===== config.mk =====
export PLATFORM = sky130hd
export DESIGN_NAME = aod_decoder
export DESIGN_NICKNAME = d
export VERILOG_FILES = /design/src/rtl/aod_pkg.sv /design/src/rtl/aod_field_assemble.sv /design/src/rtl/aod_base_select.sv /design/src/rtl/aod_decoder.sv
export SDC_FILE = /design/constraint.sdc
export NUM_CORES = 1
export LEC_CHECK = 0
export BUFFER_PORTS_ARGS = -buffer_cell sky130_fd_sc_hd__buf_2
export CORE_MARGIN = 4
export CORE_UTILIZATION = 45
export CTS_CLUSTER_DIAMETER = 60
export CTS_CLUSTER_SIZE = 40
export DETAILED_ROUTE_END_ITERATION = 7
export GPL_TIMING_DRIVEN = 0
export PLACE_DENSITY = 0.64
export SLEW_MARGIN = 25
export SYNTH_ARGS = -nofsm -noshare
export SYNTH_HDL_FRONTEND = slang
export SYNTH_SLANG_ARGS = --single-unit

===== constraint.sdc =====
create_clock -name i_clock -period 19.8 [get_ports i_clock]
set_input_delay 0.99 -clock i_clock [delete_from_list [all_inputs] [get_ports i_clock]]
set_output_delay 0.99 -clock i_clock [all_outputs]
set_load 0.05 [all_outputs]

===== src/rtl/aod_pkg.sv =====
/*
 * Shared constants for the operand address decoder: mode codes,
 * displacement length prefixes, operand kinds and decoder states.
 * Assumes nothing of its surroundings.
 */
package aod_pkg;
  // operand mode codes
  localparam logic [4:0] MODE_FRAME_REL = 5'h10;
  localparam logic [4:0] MODE_STACK_REL = 5'h11;
  localparam logic [4:0] MODE_STATIC_REL = 5'h12;
  localparam logic [4:0] MODE_RESERVED = 5'h13;
  localparam logic [4:0] MODE_IMMEDIATE = 5'h14;
  localparam logic [4:0] MODE_ABSOLUTE = 5'h15;
  localparam logic [4:0] MODE_EXTERNAL = 5'h16;
  localparam logic [4:0] MODE_TOP_OF_STACK = 5'h17;
  localparam logic [4:0] MODE_FRAME_MEM = 5'h18;
  localparam logic [4:0] MODE_STACK_MEM = 5'h19;
  localparam logic [4:0] MODE_STATIC_MEM = 5'h1a;
  localparam logic [4:0] MODE_PROGRAM_MEM = 5'h1b;
  // top three bits of the scaled index codes
  localparam logic [2:0] MODE_SCALED_TOP = 3'h7;
  // top two bits of register and register relative codes
  localparam logic [1:0] MODE_REGISTER_TOP = 2'h0;
  localparam logic [1:0] MODE_REG_REL_TOP = 2'h1;
  // displacement length prefix: 0 one byte, 10 two, 11 four
  localparam logic [1:0] DISP_PREFIX_TWO = 2'h2;
  localparam logic [2:0] DISP_BYTES_ONE = 3'h1;
  localparam logic [2:0] DISP_BYTES_TWO = 3'h2;
  localparam logic [2:0] DISP_BYTES_FOUR = 3'h4;
  // index byte fields
  localparam int INDEX_MODE_LSB = 3;
  // operand kinds reported downstream
  localparam logic [1:0] KIND_REGISTER = 2'h0;
  localparam logic [1:0] KIND_MEMORY = 2'h1;
  localparam logic [1:0] KIND_IMMEDIATE = 2'h2;
  // decoder states, one-hot
  typedef enum logic [7:0] {
    ST_IDLE = 8'h01,
    ST_INDEX = 8'h02,
    ST_PREP = 8'h04,
    ST_FIELD1 = 8'h08,
    ST_FIELD2 = 8'h10,
    ST_POINTER = 8'h20,
    ST_EMIT = 8'h40,
    ST_IMPLIED = 8'h80
  } aod_state_t;
endpackage : aod_pkg


===== src/rtl/aod_field_assemble.sv =====
/*
 * Collects one displacement or immediate field from the byte stream,
 * most significant byte first; a displacement returns sign extended, an immediate as collected.
 * Assumes bytes arrive on a valid/ready handshake in the clock domain.
 */
`timescale 1ns/1ps
`default_nettype none
module aod_field_assemble (
  input wire logic i_clock,
  input wire logic i_rst_n,
  input wire logic i_start,
  input wire logic i_is_imm,
  input wire logic [2:0] i_imm_len,
  input wire logic i_byte_valid,
  input wire logic [7:0] i_byte,
  output logic o_byte_ready,
  output logic o_done,
  output logic [31:0] o_value
);
  typedef struct packed {
    logic busy;
    logic first;
    logic imm;
    logic [2:0] left;
    logic [2:0] total;
    logic [31:0] acc;
    logic done;
    logic [31:0] value;
  } aod_fa_t;
  aod_fa_t s;
  aod_fa_t next_s;
  logic [31:0] acc_new;
  logic [2:0] tot;
  logic [2:0] left_now;

  assign o_byte_ready = s.busy;
  assign o_done = s.done;
  assign o_value = s.value;

  // length from the prefix for a displacement, from the opcode otherwise
  always_comb begin
    next_s = s;
    next_s.done = 1'b0;
    acc_new = {s.acc[23:0], i_byte};
    tot = s.total;
    if (s.first) begin
      if (s.imm) begin
        tot = i_imm_len;
      end else if (!i_byte[7]) begin
        tot = aod_pkg::DISP_BYTES_ONE;
      end else if (i_byte[7:6] == aod_pkg::DISP_PREFIX_TWO) begin
        tot = aod_pkg::DISP_BYTES_TWO;
      end else begin
        tot = aod_pkg::DISP_BYTES_FOUR;
      end
    end
    left_now = s.first ? tot : s.left;
    if (i_start) begin
      next_s.busy = 1'b1;
      next_s.first = 1'b1;
      next_s.imm = i_is_imm;
      next_s.acc = 32'h0;
    end else if (s.busy && i_byte_valid) begin
      next_s.first = 1'b0;
      next_s.total = tot;
      next_s.acc = acc_new;
      next_s.left = left_now - 3'h1;
      if (left_now == 3'h1) begin
        next_s.busy = 1'b0;
        next_s.done = 1'b1;
        // displacement prefix bits dropped, the rest sign extended; immediates kept whole
        if (s.imm) begin
          next_s.value = acc_new;
        end else if (tot == aod_pkg::DISP_BYTES_ONE) begin
          next_s.value = {{25{acc_new[6]}}, acc_new[6:0]};
        end else if (tot == aod_pkg::DISP_BYTES_TWO) begin
          next_s.value = {{18{acc_new[13]}}, acc_new[13:0]};
        end else begin
          next_s.value = {{2{acc_new[29]}}, acc_new[29:0]};
        end
      end
    end
  end

  always_ff @(posedge i_clock or negedge i_rst_n) begin
    if (!i_rst_n) begin
      s <= '0;
    end else begin
      s <= next_s;
    end
  end
endmodule // aod_field_assemble
`default_nettype wire


===== src/rtl/aod_base_select.sv =====
/*
 * Picks the base register value that a mode code adds its
 * displacement to. Assumes register inputs are stable while used.
 */
`timescale 1ns/1ps
`default_nettype none
module aod_base_select (
  input wire logic [4:0] i_mode,
  input wire logic [255:0] i_gpr,
  input wire logic [31:0] i_frame_pointer,
  input wire logic [31:0] i_stack_pointer_zero,
  input wire logic [31:0] i_stack_pointer_one,
  input wire logic [31:0] i_static_base_pointer,
  input wire logic [31:0] i_program_counter,
  input wire logic i_stack_select,
  output logic [31:0] o_base,
  output logic [31:0] o_current_stack_pointer
);
  // stack select flag chooses the live stack pointer
  assign o_current_stack_pointer = i_stack_select ?
    i_stack_pointer_one : i_stack_pointer_zero;

  always_comb begin
    o_base = 32'h0;
    if (i_mode[4] == 1'b0) begin
      o_base = i_gpr[i_mode[2:0]*32 +: 32];
    end else begin
      case (i_mode)
        aod_pkg::MODE_FRAME_REL, aod_pkg::MODE_FRAME_MEM: begin
          o_base = i_frame_pointer;
        end
        aod_pkg::MODE_STACK_REL, aod_pkg::MODE_STACK_MEM: begin
          o_base = o_current_stack_pointer;
        end
        aod_pkg::MODE_STATIC_REL, aod_pkg::MODE_STATIC_MEM: begin
          o_base = i_static_base_pointer;
        end
        aod_pkg::MODE_PROGRAM_MEM: begin
          o_base = i_program_counter;
        end
        default: begin
          o_base = 32'h0;
        end
      endcase
    end
  end
endmodule // aod_base_select
`default_nettype wire


===== src/rtl/aod_decoder.sv =====
/*
 * Operand address decoder: reads index bytes, displacements and
 * immediates behind a basic instruction and forms effective addresses.
 * Assumes the opcode decoder hands over both mode fields with a start
 * pulse, and a memory unit answers pointer reads with an ack.
 */
`timescale 1ns/1ps
`default_nettype none
module aod_decoder (
  input wire logic i_clock,
  input wire logic i_rst_n,
  input wire logic i_start,
  input wire logic [4:0] i_gen_a,
  input wire logic [4:0] i_gen_b,
  input wire logic i_two_operands,
  input wire logic i_write_a,
  input wire logic i_write_b,
  input wire logic [2:0] i_operand_len,
  input wire logic [1:0] i_implied_count,
  input wire logic [1:0] i_implied_is_disp,
  input wire logic i_byte_valid,
  input wire logic [7:0] i_byte,
  output logic o_byte_ready,
  input wire logic [255:0] i_gpr,
  input wire logic [31:0] i_frame_pointer,
  input wire logic [31:0] i_stack_pointer_zero,
  input wire logic [31:0] i_stack_pointer_one,
  input wire logic [31:0] i_static_base_pointer,
  input wire logic [31:0] i_program_counter,
  input wire logic [31:0] i_link_table_base,
  input wire logic i_stack_select,
  output logic o_mem_req,
  output logic [31:0] o_mem_addr,
  input wire logic i_mem_ack,
  input wire logic [31:0] i_mem_data,
  output logic o_op_valid,
  output logic o_op_index,
  output logic [1:0] o_op_kind,
  output logic [2:0] o_op_register,
  output logic [31:0] o_op_address,
  output logic [31:0] o_op_immediate,
  output logic o_sp_update,
  output logic o_sp_select,
  output logic [31:0] o_sp_value,
  output logic o_implied_valid,
  output logic o_implied_is_disp,
  output logic [31:0] o_implied_value,
  output logic o_trap_undefined,
  output logic o_done,
  output logic o_busy
);
  typedef struct packed {
    aod_pkg::aod_state_t st;
    logic op;
    logic [4:0] gen_a;
    logic [4:0] gen_b;
    logic two;
    logic wr_a;
    logic wr_b;
    logic [2:0] len;
    logic [1:0] impl_cnt;
    logic [1:0] impl_disp;
    logic [7:0] idx_a;
    logic [7:0] idx_b;
    logic [31:0] d1;
    logic [31:0] d2;
    logic [31:0] ptr;
    logic mem_req;
    logic [31:0] mem_addr;
    logic f_start;
    logic f_imm;
    logic op_valid;
    logic op_index;
    logic [1:0] kind;
    logic [2:0] reg_sel;
    logic [31:0] ea;
    logic [31:0] imm;
    logic sp_update;
    logic sp_select;
    logic [31:0] sp_value;
    logic impl_valid;
    logic impl_is_disp;
    logic [31:0] impl_value;
    logic trap;
    logic done;
  } aod_dec_t;
  aod_dec_t s;
  aod_dec_t next_s;

  logic [4:0] cur_gen;
  logic [7:0] cur_idx;
  logic cur_wr;
  logic scaled;
  logic [4:0] mode;
  logic mem_rel;
  logic is_tos;
  logic need_index;
  logic [31:0] base;
  logic [31:0] cur_sp;
  logic [31:0] len_ext;
  logic [31:0] idx_value;
  logic [31:0] idx_scaled;
  logic [31:0] ptr_addr;
  logic [31:0] core_ea;
  logic f_ready;
  logic f_done;
  logic [31:0] f_value;

  // the current operand's mode, seen through its index byte if scaled
  assign cur_gen = s.op ? s.gen_b : s.gen_a;
  assign cur_idx = s.op ? s.idx_b : s.idx_a;
  assign cur_wr = s.op ? s.wr_b : s.wr_a;
  assign scaled = cur_gen[4:2] == aod_pkg::MODE_SCALED_TOP;
  assign mode = scaled ?
    cur_idx[7:aod_pkg::INDEX_MODE_LSB] : cur_gen;
  assign mem_rel = (mode == aod_pkg::MODE_FRAME_REL) ||
    (mode == aod_pkg::MODE_STACK_REL) ||
    (mode == aod_pkg::MODE_STATIC_REL) ||
    (mode == aod_pkg::MODE_EXTERNAL);
  assign is_tos = mode == aod_pkg::MODE_TOP_OF_STACK;
  assign need_index = scaled && (!s.op || s.two);
  assign len_ext = {29'h0, s.len};

  aod_base_select u_base (
    .i_mode(mode),
    .i_gpr(i_gpr),
    .i_frame_pointer(i_frame_pointer),
    .i_stack_pointer_zero(i_stack_pointer_zero),
    .i_stack_pointer_one(i_stack_pointer_one),
    .i_static_base_pointer(i_static_base_pointer),
    .i_program_counter(i_program_counter),
    .i_stack_select(i_stack_select),
    .o_base(base),
    .o_current_stack_pointer(cur_sp)
  );

  // scale factor 1, 2, 4 or 8 comes from the low two mode bits
  assign idx_value = i_gpr[cur_idx[2:0]*32 +: 32];
  assign idx_scaled = scaled ? (idx_value << cur_gen[1:0]) : 32'h0;

  // link table entries are four bytes each
  assign ptr_addr = (mode == aod_pkg::MODE_EXTERNAL) ?
    (i_link_table_base + {s.d1[29:0], 2'h0}) :
    (base + s.d1);

  // effective address before indexing
  always_comb begin
    if (mem_rel) begin
      core_ea = s.ptr + s.d2;
    end else if (mode == aod_pkg::MODE_ABSOLUTE) begin
      core_ea = s.d1;
    end else if (is_tos) begin
      core_ea = cur_wr ? (cur_sp - len_ext) : cur_sp;
    end else begin
      core_ea = base + s.d1;
    end
  end

  aod_field_assemble u_field (
    .i_clock(i_clock),
    .i_rst_n(i_rst_n),
    .i_start(s.f_start),
    .i_is_imm(s.f_imm),
    .i_imm_len(s.len),
    .i_byte_valid(i_byte_valid && (s.st != aod_pkg::ST_INDEX)),
    .i_byte(i_byte),
    .o_byte_ready(f_ready),
    .o_done(f_done),
    .o_value(f_value)
  );

  // index bytes are taken here, every other byte by the assembler
  assign o_byte_ready = (s.st == aod_pkg::ST_INDEX) ? need_index : f_ready;

  // sequencing; pulses fall back to zero each cycle
  always_comb begin
    next_s = s;
    next_s.f_start = 1'b0;
    next_s.op_valid = 1'b0;
    next_s.sp_update = 1'b0;
    next_s.impl_valid = 1'b0;
    next_s.trap = 1'b0;
    next_s.done = 1'b0;
    case (s.st)
      aod_pkg::ST_IDLE: begin
        if (i_start) begin
          next_s.gen_a = i_gen_a;
          next_s.gen_b = i_gen_b;
          next_s.two = i_two_operands;
          next_s.wr_a = i_write_a;
          next_s.wr_b = i_write_b;
          next_s.len = i_operand_len;
          next_s.impl_cnt = i_implied_count;
          next_s.impl_disp = i_implied_is_disp;
          next_s.op = 1'b0;
          next_s.st = aod_pkg::ST_INDEX;
        end
      end
      aod_pkg::ST_INDEX: begin
        // both index bytes come before any displacement
        if (!need_index || i_byte_valid) begin
          if (need_index && !s.op) begin
            next_s.idx_a = i_byte;
          end
          if (need_index && s.op) begin
            next_s.idx_b = i_byte;
          end
          if (!s.op && s.two) begin
            next_s.op = 1'b1;
          end else begin
            next_s.op = 1'b0;
            next_s.st = aod_pkg::ST_PREP;
          end
        end
      end
      aod_pkg::ST_PREP: begin
        next_s.d1 = 32'h0;
        next_s.d2 = 32'h0;
        if ((mode == aod_pkg::MODE_RESERVED) ||
            (scaled && (mode == aod_pkg::MODE_IMMEDIATE)) ||
            (scaled && (mode[4:2] == aod_pkg::MODE_SCALED_TOP)) ||
            (cur_wr && (mode == aod_pkg::MODE_IMMEDIATE))) begin
          // no address is produced; the instruction is abandoned
          next_s.trap = 1'b1;
          next_s.st = aod_pkg::ST_IDLE;
        end else if (mode[4:3] == aod_pkg::MODE_REGISTER_TOP || is_tos) begin
          next_s.st = aod_pkg::ST_EMIT;
        end else begin
          next_s.f_start = 1'b1;
          next_s.f_imm = mode == aod_pkg::MODE_IMMEDIATE;
          next_s.st = aod_pkg::ST_FIELD1;
        end
      end
      aod_pkg::ST_FIELD1: begin
        if (f_done) begin
          next_s.d1 = f_value;
          if (mem_rel) begin
            next_s.f_start = 1'b1;
            next_s.f_imm = 1'b0;
            next_s.st = aod_pkg::ST_FIELD2;
          end else begin
            next_s.st = aod_pkg::ST_EMIT;
          end
        end
      end
      aod_pkg::ST_FIELD2: begin
        if (f_done) begin
          next_s.d2 = f_value;
          next_s.mem_req = 1'b1;
          next_s.mem_addr = ptr_addr;
          next_s.st = aod_pkg::ST_POINTER;
        end
      end
      aod_pkg::ST_POINTER: begin
        // request holds until the memory unit answers
        if (i_mem_ack) begin
          next_s.mem_req = 1'b0;
          next_s.ptr = i_mem_data;
          next_s.st = aod_pkg::ST_EMIT;
        end
      end
      aod_pkg::ST_EMIT: begin
        next_s.op_valid = 1'b1;
        next_s.op_index = s.op;
        next_s.reg_sel = mode[2:0];
        next_s.imm = s.d1;
        next_s.ea = core_ea + idx_scaled;
        if (mode == aod_pkg::MODE_IMMEDIATE) begin
          next_s.kind = aod_pkg::KIND_IMMEDIATE;
        end else if (mode[4:3] == aod_pkg::MODE_REGISTER_TOP && !scaled) begin
          next_s.kind = aod_pkg::KIND_REGISTER;
        end else begin
          next_s.kind = aod_pkg::KIND_MEMORY;
        end
        if (is_tos) begin
          // push pre-decrements, pop post-increments
          next_s.sp_update = 1'b1;
          next_s.sp_select = i_stack_select;
          next_s.sp_value = cur_wr ?
            (cur_sp - len_ext) : (cur_sp + len_ext);
        end
        if (!s.op && s.two) begin
          next_s.op = 1'b1;
          next_s.st = aod_pkg::ST_PREP;
        end else begin
          next_s.st = aod_pkg::ST_IMPLIED;
        end
      end
      aod_pkg::ST_IMPLIED: begin
        // one implied field at a time, low bit first in operand order
        if (!s.f_start && f_done) begin
          next_s.impl_valid = 1'b1;
          next_s.impl_is_disp = s.impl_disp[0];
          next_s.impl_value = f_value;
          next_s.impl_disp = {1'b0, s.impl_disp[1]};
          next_s.impl_cnt = s.impl_cnt - 2'h1;
        end else if (!s.f_start && !f_ready) begin
          if (s.impl_cnt == 2'h0) begin
            next_s.done = 1'b1;
            next_s.st = aod_pkg::ST_IDLE;
          end else begin
            next_s.f_start = 1'b1;
            next_s.f_imm = !s.impl_disp[0];
          end
        end
      end
      default: begin
        next_s.st = aod_pkg::ST_IDLE;
      end
    endcase
  end

  // single state register; asynchronous reset to constants only
  always_ff @(posedge i_clock or negedge i_rst_n) begin
    if (!i_rst_n) begin
      s <= '0;
      s.st <= aod_pkg::ST_IDLE;
    end else begin
      s <= next_s;
    end
  end

  assign o_mem_req = s.mem_req;
  assign o_mem_addr = s.mem_addr;
  assign o_op_valid = s.op_valid;
  assign o_op_index = s.op_index;
  assign o_op_kind = s.kind;
  assign o_op_register = s.reg_sel;
  assign o_op_address = s.ea;
  assign o_op_immediate = s.imm;
  assign o_sp_update = s.sp_update;
  assign o_sp_select = s.sp_select;
  assign o_sp_value = s.sp_value;
  assign o_implied_valid = s.impl_valid;
  assign o_implied_is_disp = s.impl_is_disp;
  assign o_implied_value = s.impl_value;
  assign o_trap_undefined = s.trap;
  assign o_done = s.done;
  assign o_busy = s.st != aod_pkg::ST_IDLE;
endmodule // aod_decoder
`default_nettype wire


* Yosys cells after proc, flatten, opt, wreduce, memory -nomap -nowiden
Cells that the tools add are included.
** Storage, ports and cells
- Logic and storage cells :: 228
- Flip-flop bits (word level) :: 383
- Output and inout bits :: 176
** Operators by class
- Add/subtract/negate cells :: 8
- Shift operators :: 3
- Reduce and logical (&&, ||, !) cells :: 57
- Bitwise gates (word level) :: 1
- Muxes and demuxes :: 75
- Equal/unequal tests :: 43
** Operators by type and width (number)
- 256-bit by 9-bit indexed part select with 32-bit output :: 2
- 32-bit two-way mux :: 13
- 32-bit adder :: 4
- 32-bit one-hot mux with 2 select lines :: 2
- 32-bit one-hot mux with 4 select lines :: 1
- 105-bit two-way mux :: 1
- 34-bit two-way mux :: 3
- 33-bit two-way mux :: 3
- 8-bit two-way mux :: 10
- 8-bit one-hot mux with 8 select lines :: 1
- 5-bit equality test, second input constant :: 12
- 57-bit two-way mux :: 1
- 32-bit by 3-bit adder with 32-bit output :: 1
- 32-bit by 2-bit << shifter with 32-bit output :: 1
- 32-bit by 3-bit subtractor with 32-bit output :: 1
- 29-bit two-way mux :: 1
- 24-bit two-way mux :: 1
- 2-bit inequality test, second input constant :: 12
- 2-bit two-way mux :: 10
- 2-bit AND reduction :: 9
- 3-bit two-way mux :: 5
- 3-bit AND reduction :: 5
- 7-bit two-way mux :: 2
- 1-bit two-way mux :: 13
- other kinds (35) :: 73

* Longest topological paths before layout
Gate-level depths: netlist of the first run.
- Depth after elaboration :: 13
- Mapped depth :: 37
- Depth with buffers taken out :: 31

* Hierarchy
Synthesis of the first run repeated with hierarchy kept, for this count alone.
** Unflattened totals
- Cell total of the unflattened synthesis :: 3441
- Area, all modules :: 31381.3 um2
** Modules (own cells, without submodules)
- aod_decoder :: cells each 2783, instances 1, area an instance 24726.2 um2
- aod_field_assemble :: cells each 311, instances 1, area an instance 3354.5 um2
- aod_base_select :: cells each 347, instances 1, area an instance 3300.7 um2

* Least setup slack after synthesis of the first run
Ideal clock, no wire load.
- Path kind :: in2reg
- Start :: input port i_stack_select
- End :: register s (netlist bit o_op_address[31])
- Slack :: 12.665 ns
- Data required time :: 19.673 ns
- Library setup time :: 0.127 ns
- Data arrival time :: 7.008 ns
- Cell stages on the path :: 28
- Path buffers :: 5
- Cells stage by stage :: buf_6 > buf_6 > buf_2 > buf_2 > buf_1 > mux2i_1 > o21ai_0 > a2111o_1 > ha_1 > a211oi_1 > o21ai_0 > a21oi_1 > o31ai_1 > a21oi_1 > o21ai_0 > xor2_1 > a211oi_1 > o22ai_1 > ha_1 > nand4_1 > or2_2 > a2111oi_0 > nor4_1 > o21bai_1 > nand4_1 > a211o_1 > xnor3_1 > o21ai_1
** On the way
- Word-level cells in the longest chain between the ends :: 8
** Ends and longest elaborated chain
- start: declaration :: line aod_decoder.sv:31 : input wire logic i_stack_select,
- 32-bit two-way mux * :: line aod_base_select.sv:20 : assign o_current_stack_pointer = i_stack_select ?
- 32-bit one-hot mux with 4 select lines :: line aod_base_select.sv:28 : case (i_mode)
- 32-bit two-way mux :: line aod_base_select.sv:25 : if (i_mode[4] == 1'b0) begin
- 32-bit adder :: line aod_decoder.sv:155 : core_ea = base + s.d1;
- 32-bit two-way mux * :: line aod_decoder.sv:152 : end else if (is_tos) begin
- 32-bit two-way mux * :: line aod_decoder.sv:150 : end else if (mode == aod_pkg::MODE_ABSOLUTE) begin
- 32-bit two-way mux * :: line aod_decoder.sv:148 : if (mem_rel) begin
- 32-bit adder * :: line aod_decoder.sv:267 : next_s.ea = core_ea + idx_scaled;
- end signal: assignment :: line aod_decoder.sv:319 : s <= next_s;
- end: declaration :: line aod_decoder.sv:87 : aod_dec_t s;
Mark *: on every way between the ends. The rest lies on a longest branch, timed or not.
A chain may end at the register's enable or synchronous reset.

* Worst setup path after layout of the first run
- Start :: register s[308] (netlist name)
- End :: register s (netlist bit o_op_address[31])
** On the way
- Word-level cells in the longest chain between the ends :: 12
** Ends and longest elaborated chain (line)
- parallel branches: the longest is 11 deep, another holds 32-bit adder
- 32-bit adder * :: aod_decoder.sv:267
Every way passes the cells marked *.

==> results.md, run 1 <==
- Status: completed
- Syn_nets: 4278
- Die span in x: 268 um
- Global Route Usage Sum: 42.2%
- Worst-path clk slew: 0.08 ns
- Placed Instance Area: 35100 um^2
- Cell count after synthesis: 3627
- Setup Viol. Count Final: 0
- TritonCTS clock tree: done
- Global route total overflow: 0
- Synth Warn #: 0
- Part of the Yosys area used for sequential elements: 31.6%
- Max Clk Rate: 94.4 MHz
- Top post-synthesis cells by area: dfrtp_1 31%, nand2_1 8.0%, ha_1 5.4%
- Endpoint class of the critical path: flop
- Worst r2r dst: o_op_address[31]$_DFFE_PN0P_
- Fin area: 36600 um^2
- CP required: 20.22 ns
- Primary FF master, synth: dfrtp_1
- Place WS: 9.73 ns
- Post-synth top area share: 31.5%
- Num CTS Buffers: 38
- Period minus WS final: 10.59 ns
- Vias in the first global route: 31100
- EDFF count, synth: 0
- DRC violations left: 0
- Fraction of layout cells with a size suffix above 1: 26.0%
- Worst skew pair latency: 0.61 ns
- Synthesis-to-finish area growth: 20.4%
- Synthesis-stage register bit count: 383
- Yosys cell types: 92
- CTS H-tree depth: 2
- Antenna violations before repair: 38
- Count leader, synth: nand2_1
- Synth Cell Area: 30400 um^2
- Worst VDD drop: 0.138 mV
- Ys async rst share: 100%
- Worst setup margin: 9.21 ns
- Number of I/O pins: 690
- Worst r2r src: s[308]$_DFFE_PN0P_
- Worst path max stage delay: 0.92 ns
- Critical-path top delay cell: mux2i_2
- Via density: 6.30
- WHS: 0.348 ns
- Worst-case clock buffer depth: 3
- First-pass GRT wire length: 218000 um
- CP endpoint: o_op_address[31]$_DFFE_PN0P_
- CP Launch Type: flop
- Hold Fails Final Rpt: 0
- Chip height: 268 um
- Lkg Pwr: 17.8 nW
- Slew Viols, Final: 0
- RSZ-0062 raised after global routing: no
- Total number of vias: 33300
- Fin nets: 5011
- Syn avg cell area: 8.37 um^2
- Largest net degree at the start of global routing: 89
- DIE AREA: 71700 um^2
- Core Region: 66300 um^2
- Commonest cells in the netlist: 648 x nand2_1, 382 x dfrtp_1, 262 x o21ai_0
- Final TNS setup: 0 ns
- Worst Setup SP: s[308]$_DFFE_PN0P_
- FF-to-FF path depth: 34
- Initial core utilization: 45.8%
- PwrDens: 173 nW/um^2
- Worst Tran Pin Value: 1.12 ns
- FP Rows: 94
- Clk_skew: 0.0560 ns
- Crit share post-route: 53.5%
- CP arrival: 11.01 ns
- Max transition margin: 24.1%
- Wirelength per Cell: 29.8 um
- Final core occ: 55.1%
- CP Max Fanout: 10
- Drt initial violations: 4168
- Worst min path class: input port to async pin
- DRT Wirelength: 157000 um
- Root buffer cell: clkbuf_16
- RePlAce Congestion: 1.06
- CTS sink cnt: 383
- CTS Hold Bufs: 0
- Max Cap Viol: 0
- Post-CTS resize count: 0
- CP Class: flop to flop
- Leading area contributor after synthesis: dfrtp_1
- Antenna-violating nets left: 0
- DP Wirelength: 130000 um
- Post-CTS setup buffers: 0
- Pre-antenna DRT Iters: 6
- Port bufs: 688
- R2r setup slk: 9.21 ns
## worst min path at each step
stage                                         start                         endpoint  slack [ns]  depth (start not counted)
floorplan            o_implied_value[0]$_DFFE_PN0P_   o_implied_value[0]$_DFFE_PN0P_        0.44                          2
global placement            o_sp_select$_DFFE_PN0P_          o_sp_select$_DFFE_PN0P_        0.45                          2
detailed placement  o_implied_value[23]$_DFFE_PN0P_  o_implied_value[23]$_DFFE_PN0P_        0.46                          2
CTS                                         i_rst_n               s[303]$_DFFE_PN0P_        0.35                          1
global route                                i_rst_n               s[298]$_DFFE_PN0P_        0.37                          1
finish                                      i_rst_n           len_ext[0]$_DFFE_PN0P_        0.35                          1
## sequential cells by signal (all words and copies together), names as in the netlist, 3 cells and up
name	count
len_ext	3
o_implied_value	32
o_mem_addr	32
o_op_address	32
o_op_immediate	32
o_op_register	3
o_sp_value	32
s	140
u_field.acc_new	24
u_field.o_value	32
u_field.s	8
## area by class of cell
| cell class | count | area, um^2 |
|---|---|---|
| fillers | 6602 | 29800 |
| plain buffers | 365 | 2060 |
| well taps | 864 | 1080 |
| clock inverters | 29 | 435 |
| flip-flops and latches | 383 | 9590 |
| repair buffers | 693 | 3590 |
| inverters | 73 | 274 |
| multi-input cells | 2806 | 18500 |
| clock buffers | 40 | 978 |
| diodes | 31 | 77.6 |
## worst max-delay path, delay by kind of cell (launching register included)
kind	cells	cell delay [ns]
xor+xnor	2	1.07
buf+inv	5	1.85
compound gates	13	3.00
fa+ha+maj	3	0.88
simple gates	10	2.36
flops	1	0.33
mux	1	0.92
## per-layer routing
layer	GRT usage (%)	share of wire (%)
met1	53.5	38
met2	64.7	44
met3	12.1	11
met4	24.4	6.8
met5	0	0.047
## report_power, final
group | total (mW) | switching (mW) | internal, mW
combinational | 4.44 | 3.02 | 1.43
clock | 0.823 | 0.384 | 0.439
sequential | 1.07 | 0.163 | 0.911
total | 6.34 | 3.57 | 2.78
## logic make-up after synthesis
family / share of synthesized area [%]
xor+xnor: 4.75
buf+inv: 7.68
flops: 31.6
mux: 11.2
simple gates: 18.5
fa+ha+maj: 5.79
compound gates: 20.5
## placed cells by master, fill, tap and decap left out, types with 36 or more instances in the layout
cell,count
buf_2,695
nand2_1,648
dfrtp_1,382
o21ai_0,262
a21oi_1,234
nor2_1,213
buf_4,173
clkbuf_1,161
o22ai_1,153
ha_1,131
nor3_1,108
xnor2_1,100
nand3_1,95
mux2i_1,92
mux2_2,82
inv_1,73
mux4_2,64
xor2_1,62
a21o_1,51
clkbuf_16,38
a221oi_1,36
## through the flow
stage | instances | total power [mW]
global route | 5272 | 6.59
detailed placement | 5184 | 5.33
floorplan | 3627 | 3.71
global placement | 5179 | 5.32
CTS | 5253 | 6.17
finish | 5284 | 6.34
(Power assumes the default switching activity.)
==> inputs of run 2 (changes only) <==
Settings changed: ABC_AREA from default to 1.
Clock period 19.8 ns to 10.6 ns, I/O delays scaled along.
==> results.md, run 2 <==
- Status: completed
- CTS H-tree depth: 1
- Worst min path class: input port to flop
- Endpoint class of the critical path: flop
- First-pass GRT wire length: 253000 um
- Sequential share of power: 15.2%
- Slew Viols, Final: 0
- Count leader, synth: nand2_1
- Commonest cells in the netlist: 842 x nand2_1, 470 x o21ai_0, 382 x dfrtp_1
- Switch Pwr: 7.85 mW
- TritonCTS clock tree: done
- Synth Warn #: 0
- Most common cell after layout, fill and taps aside: nand2_1
- Worst Tran Pin Value: 1.24 ns
- Post-CTS resize count: 0
- EDFF count, synth: 0
- Critical-path top delay cell: clkbuf_1
- CTS Hold Bufs: 1
- Pre-antenna DRT Iters: 7
- Port bufs: 688
- Core Region: 68800 um^2
- Drt initial violations: 4653
- Final core occ: 54.5%
- DP Wirelength: 154000 um
- Synthesis-to-finish area growth: 19.5%
- WHS: 0.0972 ns
- CP Max Fanout: 10
- R2r setup slk: 0.97 ns
- Worst-case clock buffer depth: 3
- Yosys cell types: 75
- FP Rows: 96
- Global route total overflow: 0
- Worst VDD drop: 0.230 mV
- Vias in the first global route: 35000
- Setup Viol. Count Final: 0
- Worst skew pair latency: 0.67 ns
- Cell count after synthesis: 4373
- CP arrival: 10.17 ns
- CP Launch Type: flop
- Synthesis-stage register bit count: 383
- Period minus WS final: 9.63 ns
- Syn_nets: 5024
- Int Power: 4.87 mW
- PwrDens: 339 nW/um^2
- Comb power frac: 73.8%
- Syn avg cell area: 7.18 um^2
- Chip height: 272 um
- WP buf/inv: 5
- CTS sink cnt: 383
- Antenna-violating nets left: 0
- Leading cell types in the layout, fill and taps excluded: 842 x nand2_1, 740 x buf_2, 460 x o21ai_0
- Synth Cell Area: 31400 um^2
- Worst path max stage delay: 0.66 ns
- Total number of vias: 37700
- Via density: 6.20
- RSZ-0062 raised after global routing: no
- Worst path top cell family by delay: compound AO/OA/AOI/OAI gates
- Initial core utilization: 45.6%
- Max Cap Viol: 0
- Post-synth top area share: 30.5%
- DRC violations left: 0
- Max FFs per register: 140
- RePlAce Congestion: 1.08
- Hold Fails Final Rpt: 0
- Part of the Yosys area used for sequential elements: 30.5%
- Primary FF master, synth: dfrtp_1
- Top post-synthesis cells by area: dfrtp_1 30%, nand2_1 10%, o21ai_0 7.5%
- Place WS: 1.57 ns
- Crit share post-route: 90.8%
- Most used cell, CP: nand2_1
- Lkg Pwr: 18.7 nW
- Leading area contributor after synthesis: dfrtp_1
- Clk_skew: 0.0707 ns
- Max transition margin: 16.6%
- DRT Wirelength: 184000 um
- Ys async rst share: 100%
- Fill cells: 6960
- Die span in x: 272 um
- Tot Pwr: 12.7 mW
- Clk network pwr share: 10.9%
- Worst-path clk slew: 0.12 ns
- Fin nets: 5750
- Global Route Usage Sum: 47.3%
- Wirelength per Cell: 30.1 um
- Worst setup margin: 0.973 ns
- Max Clk Rate: 104 MHz
- DIE AREA: 74000 um^2
- Root buffer cell: clkbuf_16
- Antenna violations before repair: 49
- Final TNS setup: 0 ns
- Most flop-heavy register: s
- CP required: 11.14 ns
- Fraction of layout cells with a size suffix above 1: 22.5%
- Number of I/O pins: 690
- Sw Ratio: 61.7%
- Num CTS Buffers: 30
- CP Class: flop to flop
- Largest net degree at the start of global routing: 90
- Post-CTS setup buffers: 0
run 2: cell types whose count changed in the layout (fill, tap and decap cells not counted), sizes merged, moves of 39 or more:
| cell | delta |
|---|---|
| a21o | -39 |
| buf | +51 |
| inv | +329 |
| o21ai | +244 |
| nand3 | +211 |
| mux2i | -76 |
| nand2 | +211 |
| a21oi | +123 |
| nor3 | -60 |
| xnor2 | -61 |
| mux4 | -64 |
run 2: final cells by class:
cell class | count | area (um^2) | area share [%]
well taps | 931 | 1160 | 3.11
inverters | 407 | 1540 | 4.09
clock inverters | 25 | 519 | 1.38
clock buffers | 31 | 754 | 2.01
repair buffers | 694 | 3580 | 9.56
plain buffers | 391 | 2230 | 5.95
multi-input cells | 3192 | 18000 | 48.1
flip-flops and latches | 383 | 9590 | 25.6
diodes | 38 | 95.1 | 0.254
run 2: final timing paths:
path / end / from / cells after the start
min in group asynchronous: o_sp_value[8]$_DFFE_PN0P_ / i_rst_n / 2
max in group asynchronous: o_op_address[3]$_DFFE_PN0P_ / i_rst_n / 5
min reg2reg: o_sp_value[2]$_DFFE_PN0P_ / o_sp_value[2]$_DFFE_PN0P_ / 2
max: o_op_address[23]$_DFFE_PN0P_ / s[308]$_DFFE_PN0P_ / 33
max reg2reg: o_op_address[23]$_DFFE_PN0P_ / s[308]$_DFFE_PN0P_ / 33
min: s[185]$_DFFE_PN0P_ / i_mem_data[9] / 2
run 2: cells by family (layout without fill, tap and decap cells):
| group | after synthesis | after routing | synth area share (%) |
|---|---|---|---|
| flip-flops | 383 | 383 | 30.5 |
| other | 0 | 38 | 0 |
| AO/OA/AOI/OAI | 1318 | 1318 | 25.0 |
| AND/OR/NAND/NOR | 1563 | 1563 | 21.6 |
| multiplexers | 70 | 70 | 2.41 |
| adder cells (fa/ha/maj) | 137 | 137 | 5.61 |
| XOR/XNOR | 104 | 104 | 2.90 |
| buffers and inverters | 798 | 1548 | 12.0 |
run 2: power groups by stage:
| stage | registers (mW) | clock network, mW | logic (mW) |
|---|---|---|---|
| 6_report | 1.94 | 1.39 | 9.39 |
| 2_1_floorplan | 1.86 | 0 | 5.31 |
| 3_5_place_dp | 1.95 | 0 | 8.83 |
| 5_1_grt | 1.95 | 1.45 | 9.70 |
| 4_1_cts | 1.92 | 1.40 | 8.87 |
| 3_3_place_gp | 1.95 | 0 | 8.81 |
run 2: metrics by stage:
step                      std cells  instance area [um^2]
after floorplan                4373                 31400
after global placement         5992                 36000
after detailed placement       5996                 36100
after CTS                      6053                 37400
after global routing           6078                 37500
final                          6092                 37500
run 2: per-layer routing:
layer | wire, um | part of all wire, % | vias to the layer above | GRT usage (%)
li1 | - | - | 16500 | -
met1 | 67600 | 37 | 18000 | 57.9
met2 | 77900 | 42 | 2592 | 71.5
met3 | 19600 | 11 | 650 | 11.4
met4 | 18500 | 10 | 10 | 37.3
met5 | 64 | 0.035 | - | 0
